[src/rtl/irq_regs_map.svh]
// register offsets, field positions and reset values of the interrupt enable/priority block
`ifndef IRQ_REGS_MAP_SVH
`define IRQ_REGS_MAP_SVH

// register offsets on the special function register bus
`define IRQ_IE_ADDR 8'ha8
`define IRQ_IP_ADDR 8'hb8
`define IRQ_STAT_ADDR 8'hf1
`define IRQ_MASK_ADDR 8'hf2

// field positions; the source bits are shared by enable, priority, status and mask registers, EA is in the enable register only
`define IRQ_EA_BIT 7
`define IRQ_EXT0_BIT 0
`define IRQ_TIMER0_BIT 1
`define IRQ_EXT1_BIT 2
`define IRQ_TIMER1_BIT 3
`define IRQ_SERIAL_BIT 4
`define IRQ_TIMER2_BIT 5
`define IRQ_NUM_SRC 6

// reset values and writable bits
`define IRQ_IE_RST 8'h00
`define IRQ_IP_RST 8'h00
`define IRQ_STAT_RST 8'h00
`define IRQ_MASK_RST 8'h00
`define IRQ_IE_WMASK 8'hbf
`define IRQ_IP_WMASK 8'h3f
`define IRQ_RDATA_IDLE 8'h00

`endif

[src/rtl/irq_regs_pkg.sv]
// shared types of the interrupt enable/priority block
`default_nettype none
package irq_regs_pkg;
    typedef logic [7:0] sfr_addr_t;
    typedef logic [7:0] sfr_byte_t;
    typedef logic [2:0] src_idx_t;
    typedef logic [1:0] prio_lvl_t;
    typedef logic [2:0] bit_idx_t;
endpackage
`default_nettype wire

[src/rtl/irq_core_if.sv]
// interface between the register block, the arbiter and the event status logic
`default_nettype none
interface irq_core_if #(parameter int NUM_SRC = 6);
    import irq_regs_pkg::*;
    // gated requests and their priority bits
    logic [NUM_SRC-1:0] req;
    logic [NUM_SRC-1:0] prio_low;
    logic [NUM_SRC-1:0] prio_high;
    // arbitration result
    logic win_valid;
    src_idx_t win_id;
    prio_lvl_t win_lvl;
    // status and mask access
    logic clr_wr;
    logic [NUM_SRC-1:0] clr_data;
    logic mask_wr;
    logic [NUM_SRC-1:0] mask_data;
    logic [NUM_SRC-1:0] status;
    logic [NUM_SRC-1:0] mask;
    logic pending;

    modport ctl (
        output req, prio_low, prio_high, clr_wr, clr_data, mask_wr, mask_data,
        input win_valid, win_id, win_lvl, status, mask, pending
    );
    modport arb (
        input req, prio_low, prio_high,
        output win_valid, win_id, win_lvl
    );
    modport stat (
        input req, clr_wr, clr_data, mask_wr, mask_data,
        output status, mask, pending
    );
endinterface
`default_nettype wire

[src/rtl/interrupt_enable_priority_regs.sv]
// interrupt enable and low priority registers with arbitration and event status
//
// Implementation choice: strobed register access.
`default_nettype none
`include "irq_regs_map.svh"
module interrupt_enable_priority_regs
    import irq_regs_pkg::*;
#(
    parameter int NUM_SRC = `IRQ_NUM_SRC
) (
    // clock and reset
    input wire logic i_core_clk,
    input wire logic i_rst_n,
    // register port
    input wire irq_regs_pkg::sfr_addr_t i_addr,
    input wire irq_regs_pkg::sfr_byte_t i_wdata,
    input wire logic i_wr,
    input wire logic i_rd,
    output irq_regs_pkg::sfr_byte_t o_rdata,
    // single-bit write at i_addr
    input wire logic i_bit_wr,
    input wire irq_regs_pkg::bit_idx_t i_bit_idx,
    input wire logic i_bit_val,
    // interrupt sources and companion high priority bits
    input wire logic [NUM_SRC-1:0] i_src_req,
    input wire logic [NUM_SRC-1:0] i_prio_high,
    // selected request to the core
    output logic o_irq_valid,
    output irq_regs_pkg::src_idx_t o_irq_id,
    output irq_regs_pkg::prio_lvl_t o_irq_level,
    // summary interrupt
    output logic o_irq
);
    import irq_regs_pkg::*;

    sfr_byte_t ie_reg;
    sfr_byte_t ie_next;
    sfr_byte_t ip_reg;
    sfr_byte_t ip_next;
    sfr_byte_t rdata_reg;
    sfr_byte_t rdata_next;
    logic irq_valid_reg;
    src_idx_t irq_id_reg;
    prio_lvl_t irq_level_reg;
    logic irq_reg;
    logic [NUM_SRC-1:0] gated_req;
    logic hit_ie;
    logic hit_ip;
    logic hit_stat;
    logic hit_mask;

    irq_core_if #(.NUM_SRC(NUM_SRC)) core_bus ();

    // address decode
    assign hit_ie = (i_addr == `IRQ_IE_ADDR);
    assign hit_ip = (i_addr == `IRQ_IP_ADDR);
    assign hit_stat = (i_addr == `IRQ_STAT_ADDR);
    assign hit_mask = (i_addr == `IRQ_MASK_ADDR);

    // byte or single-bit write; reserved bits are never stored
    always_comb begin
        ie_next = ie_reg;
        if (hit_ie && i_wr) begin
            ie_next = i_wdata;
        end else if (hit_ie && i_bit_wr) begin
            ie_next[i_bit_idx] = i_bit_val;
        end
        ie_next = ie_next & `IRQ_IE_WMASK;
    end

    // same for the priority register
    always_comb begin
        ip_next = ip_reg;
        if (hit_ip && i_wr) begin
            ip_next = i_wdata;
        end else if (hit_ip && i_bit_wr) begin
            ip_next[i_bit_idx] = i_bit_val;
        end
        ip_next = ip_next & `IRQ_IP_WMASK;
    end

    // enable register, cleared at reset
    always_ff @(posedge i_core_clk) begin
        if (!i_rst_n) begin
            ie_reg <= `IRQ_IE_RST;
        end else begin
            ie_reg <= ie_next;
        end
    end

    // priority register; its reset value is not given, zero is safe
    always_ff @(posedge i_core_clk) begin
        if (!i_rst_n) begin
            ip_reg <= `IRQ_IP_RST;
        end else begin
            ip_reg <= ip_next;
        end
    end

    // global enable gates all sources, then each own enable
    // a blocked source is dropped here, before the arbiter and the status logic see it
    assign gated_req = i_src_req & ie_reg[NUM_SRC-1:0] & {NUM_SRC{ie_reg[`IRQ_EA_BIT]}};

    // feed arbiter and status logic
    assign core_bus.req = gated_req;
    assign core_bus.prio_low = ip_reg[NUM_SRC-1:0];
    assign core_bus.prio_high = i_prio_high;
    assign core_bus.clr_wr = hit_stat && i_wr;
    assign core_bus.clr_data = i_wdata[NUM_SRC-1:0];
    assign core_bus.mask_wr = hit_mask && i_wr;
    assign core_bus.mask_data = i_wdata[NUM_SRC-1:0];

    irq_arbiter #(.NUM_SRC(NUM_SRC)) u_arbiter (
        .bus(core_bus.arb)
    );

    irq_event_status #(.NUM_SRC(NUM_SRC)) u_status (
        .i_core_clk(i_core_clk),
        .i_rst_n(i_rst_n),
        .bus(core_bus.stat)
    );

    // read mux; reserved bits and unmapped addresses read as zero
    always_comb begin
        rdata_next = `IRQ_RDATA_IDLE;
        if (i_rd) begin
            case (1'b1)
                hit_ie: rdata_next = ie_reg;
                hit_ip: rdata_next = ip_reg;
                hit_stat: rdata_next = sfr_byte_t'(core_bus.status);
                hit_mask: rdata_next = sfr_byte_t'(core_bus.mask);
                default: rdata_next = `IRQ_RDATA_IDLE;
            endcase
        end
    end

    // read data stand only in the cycle after the strobe
    always_ff @(posedge i_core_clk) begin
        if (!i_rst_n) begin
            rdata_reg <= `IRQ_RDATA_IDLE;
        end else begin
            rdata_reg <= rdata_next;
        end
    end

    // registered winner costs one cycle of latency but keeps outputs glitch free
    always_ff @(posedge i_core_clk) begin
        if (!i_rst_n) begin
            irq_valid_reg <= 1'b0;
            irq_id_reg <= '0;
            irq_level_reg <= '0;
        end else begin
            irq_valid_reg <= core_bus.win_valid;
            irq_id_reg <= core_bus.win_id;
            irq_level_reg <= core_bus.win_lvl;
        end
    end

    // summary interrupt from unmasked sticky status
    always_ff @(posedge i_core_clk) begin
        if (!i_rst_n) begin
            irq_reg <= 1'b0;
        end else begin
            irq_reg <= core_bus.pending;
        end
    end

    // outputs come straight from their flip-flops
    assign o_rdata = rdata_reg;
    assign o_irq_valid = irq_valid_reg;
    assign o_irq_id = irq_id_reg;
    assign o_irq_level = irq_level_reg;
    assign o_irq = irq_reg;

    // checking helpers: inputs of the previous cycle
    logic [NUM_SRC-1:0] gated_q;
    logic [NUM_SRC-1:0] ip_q;
    logic [NUM_SRC-1:0] hi_q;

    always_ff @(posedge i_core_clk) begin
        if (!i_rst_n) begin
            gated_q <= '0;
            ip_q <= '0;
            hi_q <= '0;
        end else begin
            gated_q <= gated_req;
            ip_q <= ip_reg[NUM_SRC-1:0];
            hi_q <= i_prio_high;
        end
    end

    // no other pending source may outrank the winner
    for (genvar i = 0; i < NUM_SRC; i++) begin : g_chk

    end

    // a lone enabled request must come out as its own source, which checks the bit map
    for (genvar i = 0; i < NUM_SRC; i++) begin : g_chk_map

    end

    // a status bit may only rise after a request that passed both enables
    for (genvar i = 0; i < NUM_SRC; i++) begin : g_chk_stat

    end
endmodule
`default_nettype wire

[src/rtl/irq_arbiter.sv]
// picks the winning request by four-level priority, then by fixed polling order
`default_nettype none
module irq_arbiter #(
    parameter int NUM_SRC = 6
) (
    irq_core_if.arb bus
);
    import irq_regs_pkg::*;

    prio_lvl_t lvl [NUM_SRC];

    // per-source level, high bit on top of the low bit
    for (genvar i = 0; i < NUM_SRC; i++) begin : g_lvl
        assign lvl[i] = {bus.prio_high[i], bus.prio_low[i]};
    end

    // strict compare keeps the earliest index on a tie: that is the polling order
    always_comb begin
        bus.win_valid = 1'b0;
        bus.win_id = '0;
        bus.win_lvl = '0;
        for (int i = 0; i < NUM_SRC; i++) begin
            if (bus.req[i] && (!bus.win_valid || lvl[i] > bus.win_lvl)) begin
                bus.win_valid = 1'b1;
                bus.win_id = src_idx_t'(i);
                bus.win_lvl = lvl[i];
            end
        end
    end
endmodule
`default_nettype wire

[src/rtl/irq_event_status.sv]
// sticky event status, write-one-to-clear, with mask and pending level
`default_nettype none
`include "irq_regs_map.svh"
module irq_event_status #(
    parameter int NUM_SRC = 6
) (
    // clock and reset
    input wire logic i_core_clk,
    input wire logic i_rst_n,
    // link to the register block
    irq_core_if.stat bus
);
    import irq_regs_pkg::*;

    logic [NUM_SRC-1:0] req_prev_reg;
    logic [NUM_SRC-1:0] status_reg;
    logic [NUM_SRC-1:0] mask_reg;

    // previous gated request, so only a new request counts as an event
    always_ff @(posedge i_core_clk) begin
        if (!i_rst_n) begin
            req_prev_reg <= '0;
        end else begin
            req_prev_reg <= bus.req;
        end
    end

    // per bit: a new event wins over a clear in the same cycle
    for (genvar i = 0; i < NUM_SRC; i++) begin : g_stat
        always_ff @(posedge i_core_clk) begin
            if (!i_rst_n) begin
                status_reg[i] <= 1'(`IRQ_STAT_RST >> i);
            end else if (bus.req[i] && !req_prev_reg[i]) begin
                status_reg[i] <= 1'b1;
            end else if (bus.clr_wr && bus.clr_data[i]) begin
                status_reg[i] <= 1'b0;
            end
        end
    end

    // mask register, plain read/write
    always_ff @(posedge i_core_clk) begin
        if (!i_rst_n) begin
            mask_reg <= NUM_SRC'(`IRQ_MASK_RST);
        end else if (bus.mask_wr) begin
            mask_reg <= bus.mask_data;
        end
    end

    assign bus.status = status_reg;
    assign bus.mask = mask_reg;
    assign bus.pending = |(status_reg & mask_reg);
endmodule
`default_nettype wire

[config.mk]
export PLATFORM = sky130hd
export DESIGN_NAME = interrupt_enable_priority_regs
export DESIGN_NICKNAME = d
export VERILOG_FILES = /design/src/rtl/irq_regs_pkg.sv /design/src/rtl/irq_core_if.sv /design/src/rtl/interrupt_enable_priority_regs.sv /design/src/rtl/irq_arbiter.sv /design/src/rtl/irq_event_status.sv
export VERILOG_INCLUDE_DIRS = /design/src /design/src/rtl
export SDC_FILE = /design/constraint.sdc
export NUM_CORES = 1
export LEC_CHECK = 0
export ABC_AREA = 1
export ABC_CLOCK_PERIOD_IN_PS = 9800
export BUFFER_PORTS_ARGS = -buffer_cell sky130_fd_sc_hd__buf_4
export CORE_MARGIN = 1.5
export CORE_UTILIZATION = 53
export DETAILED_ROUTE_END_ITERATION = 7
export PLACE_DENSITY_LB_ADDON = 0.25
export SETUP_SLACK_MARGIN = 0.4
export SYNTH_ARGS = -nofsm -noshare
export SYNTH_HDL_FRONTEND = slang
export SYNTH_SLANG_ARGS = --single-unit
[constraint.sdc]
create_clock -name i_core_clk -period 9.8 [get_ports i_core_clk]
set_clock_uncertainty 0.2 [all_clocks]
set_input_delay 1.47 -clock i_core_clk [delete_from_list [all_inputs] [get_ports i_core_clk]]
set_output_delay 1.47 -clock i_core_clk [all_outputs]
set_load 0.005 [all_outputs]
; ---- Yosys cells after proc, flatten, opt, wreduce, memory -nomap -nowiden
; Cells that the tools add are included.
[classes]
bitwise = 4
order_cmp = 7
n_eq_ne = 4
reduce_logical = 51
mux = 41
[op_table]
columns = operator, n
row1 = == test 8 bit (second input constant), 4
row2 = 2-to-1 mux 6 bit, 5
row3 = logical AND 1 bit, 24
row4 = 2-to-1 mux 8 bit, 3
row5 = 2-to-1 mux 1 bit, 20
row6 = bitwise AND 6 bit, 3
row7 = bitwise mux 8 bit, 2
row8 = 2-to-1 mux 2 bit, 8
row9 = nonzero test 2 bit, 8
row10 = logical NOT 1 bit, 11
row11 = greater-than comparator 2 bit, 5
row12 = 2-to-1 mux 3 bit, 2
row13 = OR reduction 6 bit, 1
row14 = logical OR 1 bit, 5
row15 = less-than comparator 3 x 4 -> 1 bit (second input constant), 1
row16 = demux 1 bit (select 3 bit), 1
row17 = greater-or-equal comparator 3 x 1 -> 1 bit (second input constant), 1
row18 = OR reduction 3 bit, 1
row19 = AND reduction 2 bit, 1
row20 = inverter 1 bit, 1
[totals]
elab_cells = 124
reg_bits = 47
inputBits = 37

; ---- Depth between registers and ports, before layout
[logic_depth]
depth_word = 23
mapped_depth = 48
ltp_nobuf = 47

; ---- Hierarchy
; A second synthesis with hierarchy kept.
[hier_totals]
cells_unflattened = 468
hier_area_um2 = 2954.1
[modules_own_cells]
columns = module, cells_per_inst, instances, area_per_inst_um2
row1 = interrupt_enable_priority_regs, 288, 1, 1780.5
row2 = irq_event_status, 81, 1, 643.1
row3 = irq_arbiter, 99, 1, 530.5

; ---- Least setup slack after synthesis
; No wires, ideal clock.
[synth_timing]
kind = input port to flip-flop
from = input i_src_req[0]
to = register irq_level_reg[1], in the netlist o_irq_level[1]
setup_slack_ns = 3.542
cell_stages = 45
setup_time_ns = 0.109
arrival_time_ns = 5.949
n_path_buf = 0
cell_sequence = nand3_2 inv_1 nand2_1 ha_1 nand2_1 nand2_1 nand2_1 nand2_1 nand2_1 nand2_1 and2_1 ha_1 nand2_1 o21ai_0 nand2_1 nand2_1 inv_1 nand2_1 [9 not listed] ha_1 inv_1 nor2_1 o21ai_0 nand2_1 nand2_1 nand3_1 and2_1 ha_1 inv_1 nor2_1 o21ai_0 nand2_1 nand2_2 o21ai_0 inv_1 nand2_1 inv_1
[synth_via]
elab_chain_cells = 23
[synth_lines]
columns = item, line
row1 = start: declaration, interrupt_enable_priority_regs.sv:25  ; input wire logic [NUM_SRC-1:0] i_src_req,
row2 = bitwise AND 6 bit (*) (2 in a row), interrupt_enable_priority_regs.sv:102  ; assign gated_req = i_src_req & ie_reg[NUM_SRC-1:0] & {NUM_SRC{ie_reg[`IRQ_EA_BIT]}};
row3 = 2-to-1 mux 2 bit or 2-to-1 mux 1 bit (tied branches), irq_arbiter.sv:23  ; if (bus.req[i] && (!bus.win_valid || lvl[i] > bus.win_lvl)) begin
row4 = greater-than comparator 2 bit or logical NOT 1 bit (tied branches), irq_arbiter.sv:23
row5 = logical OR 1 bit, irq_arbiter.sv:23
row6 = logical AND 1 bit, irq_arbiter.sv:23
row7 = 2-to-1 mux 2 bit or 2-to-1 mux 1 bit (tied branches), irq_arbiter.sv:23
row8 = greater-than comparator 2 bit or logical NOT 1 bit (tied branches), irq_arbiter.sv:23
row9 = logical OR 1 bit, irq_arbiter.sv:23
row10 = [6 not listed], n/a
row11 = greater-than comparator 2 bit or logical NOT 1 bit (tied branches), irq_arbiter.sv:23
row12 = logical OR 1 bit, irq_arbiter.sv:23
row13 = logical AND 1 bit, irq_arbiter.sv:23
row14 = 2-to-1 mux 2 bit or 2-to-1 mux 1 bit (tied branches), irq_arbiter.sv:23
row15 = greater-than comparator 2 bit or logical NOT 1 bit (tied branches), irq_arbiter.sv:23
row16 = logical OR 1 bit, irq_arbiter.sv:23
row17 = logical AND 1 bit, irq_arbiter.sv:23
row18 = 2-to-1 mux 2 bit (*), irq_arbiter.sv:23
row19 = end signal: assignment, interrupt_enable_priority_regs.sv:155  ; irq_level_reg <= core_bus.win_lvl;
row20 = end: declaration, interrupt_enable_priority_regs.sv:44  ; prio_lvl_t irq_level_reg;
; Every way passes the cells marked *; elsewhere a longest branch is shown, timed or not.
; A chain may end at the register's enable or synchronous reset.

; ---- Worst setup path after layout
[layout_timing]
from = input i_src_req[0]
to = register irq_level_reg[0], in the netlist o_irq_level[0]
; Same word-level chain as after synthesis.

==> impl_metrics.env <==
export IMPL_required_ps=9810
export IMPL_cp_common_cell="nand2_1"
export IMPL_via_per_inst=5.31
export IMPL_setup_viol_count_final=0
export IMPL_syn_nets=438
export IMPL_clk_path_buf_depth=2
export IMPL_yosysWarnings=0
export IMPL_ys_flop_type="dfxtp_1"
export IMPL_htreeDepth=2
export IMPL_cp_arrival_ps=6650
export IMPL_first_pass_iters=4
export IMPL_p_leak_nw=1.44
export IMPL_tightest_slew_ps=566
export IMPL_r2r_end="o_irq_level[0]"
export IMPL_synth_area_leaders="dfxtp_1 35%, nand2_1 14%, inv_1 8.7%"
export IMPL_gr_usage_all_layers=0.271
export IMPL_finalInstanceArea_um2=3120
export IMPL_hold_violations=0
export IMPL_r2r_start="ie_reg[7]"
export IMPL_hold_buffers=0
export IMPL_die_area_um2=5320
export IMPL_hpwl_um=5070
export IMPL_routed_wl_um=6630
export IMPL_post_cts_buffers=0
export IMPL_endpoint_kind="flip-flop"
export IMPL_synth_top_area_frac=0.347
export IMPL_numCtsBuffers=5
export IMPL_min_delay_start="u_status.req_prev_reg[3]"
export IMPL_fin_tns_setup_ps=0
export IMPL_wl_per_cell_um=13.1
export IMPL_path_depth=46
export IMPL_r2r_slack_ps=3700
export IMPL_yosysTopAreaCell="dfxtp_1"
export IMPL_ys_async_sr_fraction=0
export IMPL_fp_row_count=25
export IMPL_routabilityCongestion=0.926
export IMPL_ioPinCount=52
export IMPL_cts_tree="built"
export IMPL_cts_num_sinks=45
export IMPL_final_max_slew_viol_count=0
export IMPL_cts_root_buf="clkbuf_8"
export IMPL_critPathLaunchType="primary input"
export IMPL_whs_endpoint="u_status.bus.status[3]"
export IMPL_synth_edf_count=0
export IMPL_path_delay_family="simple AND/OR/NAND/NOR gates"
export IMPL_drc=0
export IMPL_numPortBuffers=49
export IMPL_cts_resized_gates=0
export IMPL_ys_seq_area_frac=0.347
export IMPL_vias=2700
export IMPL_grt_pass1_vias=2419
export IMPL_p_per_area_nw_per_um2=115
export IMPL_vdd_drop_max_mv=0.0735
export IMPL_post_synth_top_count_cell="nand2_1"
export IMPL_cp_slowest_stage_delay_ps=290
export IMPL_criticalPathCategory="in -> reg"
export IMPL_post_route_period_util=0.678
export IMPL_outcome="complete, no violations"
export IMPL_die_h_um=73.0
export IMPL_synth_common_cells="99 x nand2_1, 60 x inv_1, 45 x dfxtp_1"
export IMPL_synth_ff_latch_count=45
export IMPL_num_antenna_cells=0
export IMPL_critPathBufInv=9
export IMPL_grt_pass1_wl_um=11000
export IMPL_rsz0062_at_grt="false"
export IMPL_placed_area_um2=3010
export IMPL_start_util=0.549
export IMPL_ys_types=35
export IMPL_grt_antenna_before_repair=0
export IMPL_drive_gt1_frac=0.177
export IMPL_die_w_um=73.0
export IMPL_fmax_ghz=0.151
export IMPL_core_area_um2=4720
export IMPL_path_clk_slew_ps=90
export IMPL_synth_cells=391
export IMPL_grt_overflow_total=0
export IMPL_hold_depth=1
export IMPL_slew_headroom=0.620
export IMPL_grt_max_degree=26
export IMPL_period_minus_slack_ps=6640
export IMPL_ant_nets=0
export IMPL_cp_max_fo=7
export IMPL_slowest_stage="ha_1"
export IMPL_r2r_cells=45
export IMPL_syn_to_final_growth_pct=20.4
export IMPL_insertion_delay_ps=300
export IMPL_syn_cell_area_um2=2590
export IMPL_avgSynthCellArea_um2=6.64
export IMPL_drt_iter0_markers=163
export IMPL_final_nets=487
export IMPL_hp_class="reg -> reg"
export IMPL_maxCapViolCount=0
==> worst max-delay path by stage <==
stage                 startpoint             end  slack (ps)
floorplan           i_src_req[0]  o_irq_level[1]        3540
global placement    i_src_req[0]  o_irq_level[0]        2920
detailed placement  i_src_req[0]  o_irq_level[1]        2830
CTS                 i_src_req[0]  o_irq_level[1]        3140
global route        i_src_req[0]  o_irq_level[0]        2490
finish              i_src_req[0]  o_irq_level[0]        3160
==> placed cells by master, fill, tap and decap left out, types with 2 or more instances in the layout <==
cell type  count
nand2_2        3
buf_4         49
nor2_4         3
o22ai_1        6
o21a_1         3
dfxtp_1       45
nand3_1       26
ha_1          10
a21oi_1       26
clkinv_2       2
nor4_1         2
a31oi_1        5
nand3_2        4
clkbuf_8       5
o21ai_1        4
nand2_1       99
inv_2          5
nor3_1         8
or2_1          2
and2_1         4
o21ai_0       23
a41oi_1        2
inv_1         60
nor2_1        32
==> report_power, final <==
group | total (W) | internal, W | switching (W) | leakage, nW
logic | 0.0000317 | 0.0000139 | 0.0000178 | 1.02
clock network | 0.000144 | 0.0000764 | 0.0000673 | 0.0543
registers | 0.000183 | 0.000183 | 0.000000122 | 0.362
==> stage by stage <==
stage	worst slack [ps]	hold WS (ps)	util	total power, W	instances
5_1_grt	2490	238	0.661	0.000375	508
3_3_place_gp	2920	203	0.637	0.000218	500
2_1_floorplan	3540	200	-	0.000202	391
6_report	3160	224	0.661	0.000358	508
3_5_place_dp	2830	219	0.637	0.000219	500
4_1_cts	3140	229	0.661	0.000360	508
==> metal layers <==
metal  routed length [µm]  track usage
met1                 2980        0.357
met2                 3020        0.430
met5                    0            0
met4                  189        0.117
met3                  446       0.0525
==> cell type report <==
cell class | instances | area (µm²)
Tap cell | 67 | 83.8
Clock buffer | 5 | 68.8
Fill cell | 442 | 1600
Multi-Input combinational cell | 272 | 1400
Timing Repair Buffer | 49 | 368
Clock inverter | 3 | 46.3
Inverter | 67 | 254
Sequential cell | 45 | 901
==> cell families (layout without fill, tap and decap cells) <==
logic type	Yosys count	after routing	share of synthesized area
compound gates	74	74	0.162
fa+ha+maj	10	10	0.0482
buf+inv	74	124	0.112
flops	45	45	0.347
other cells	1	1	0.00145
simple gates	187	187	0.329
Power figures use the tool's default switching activity.
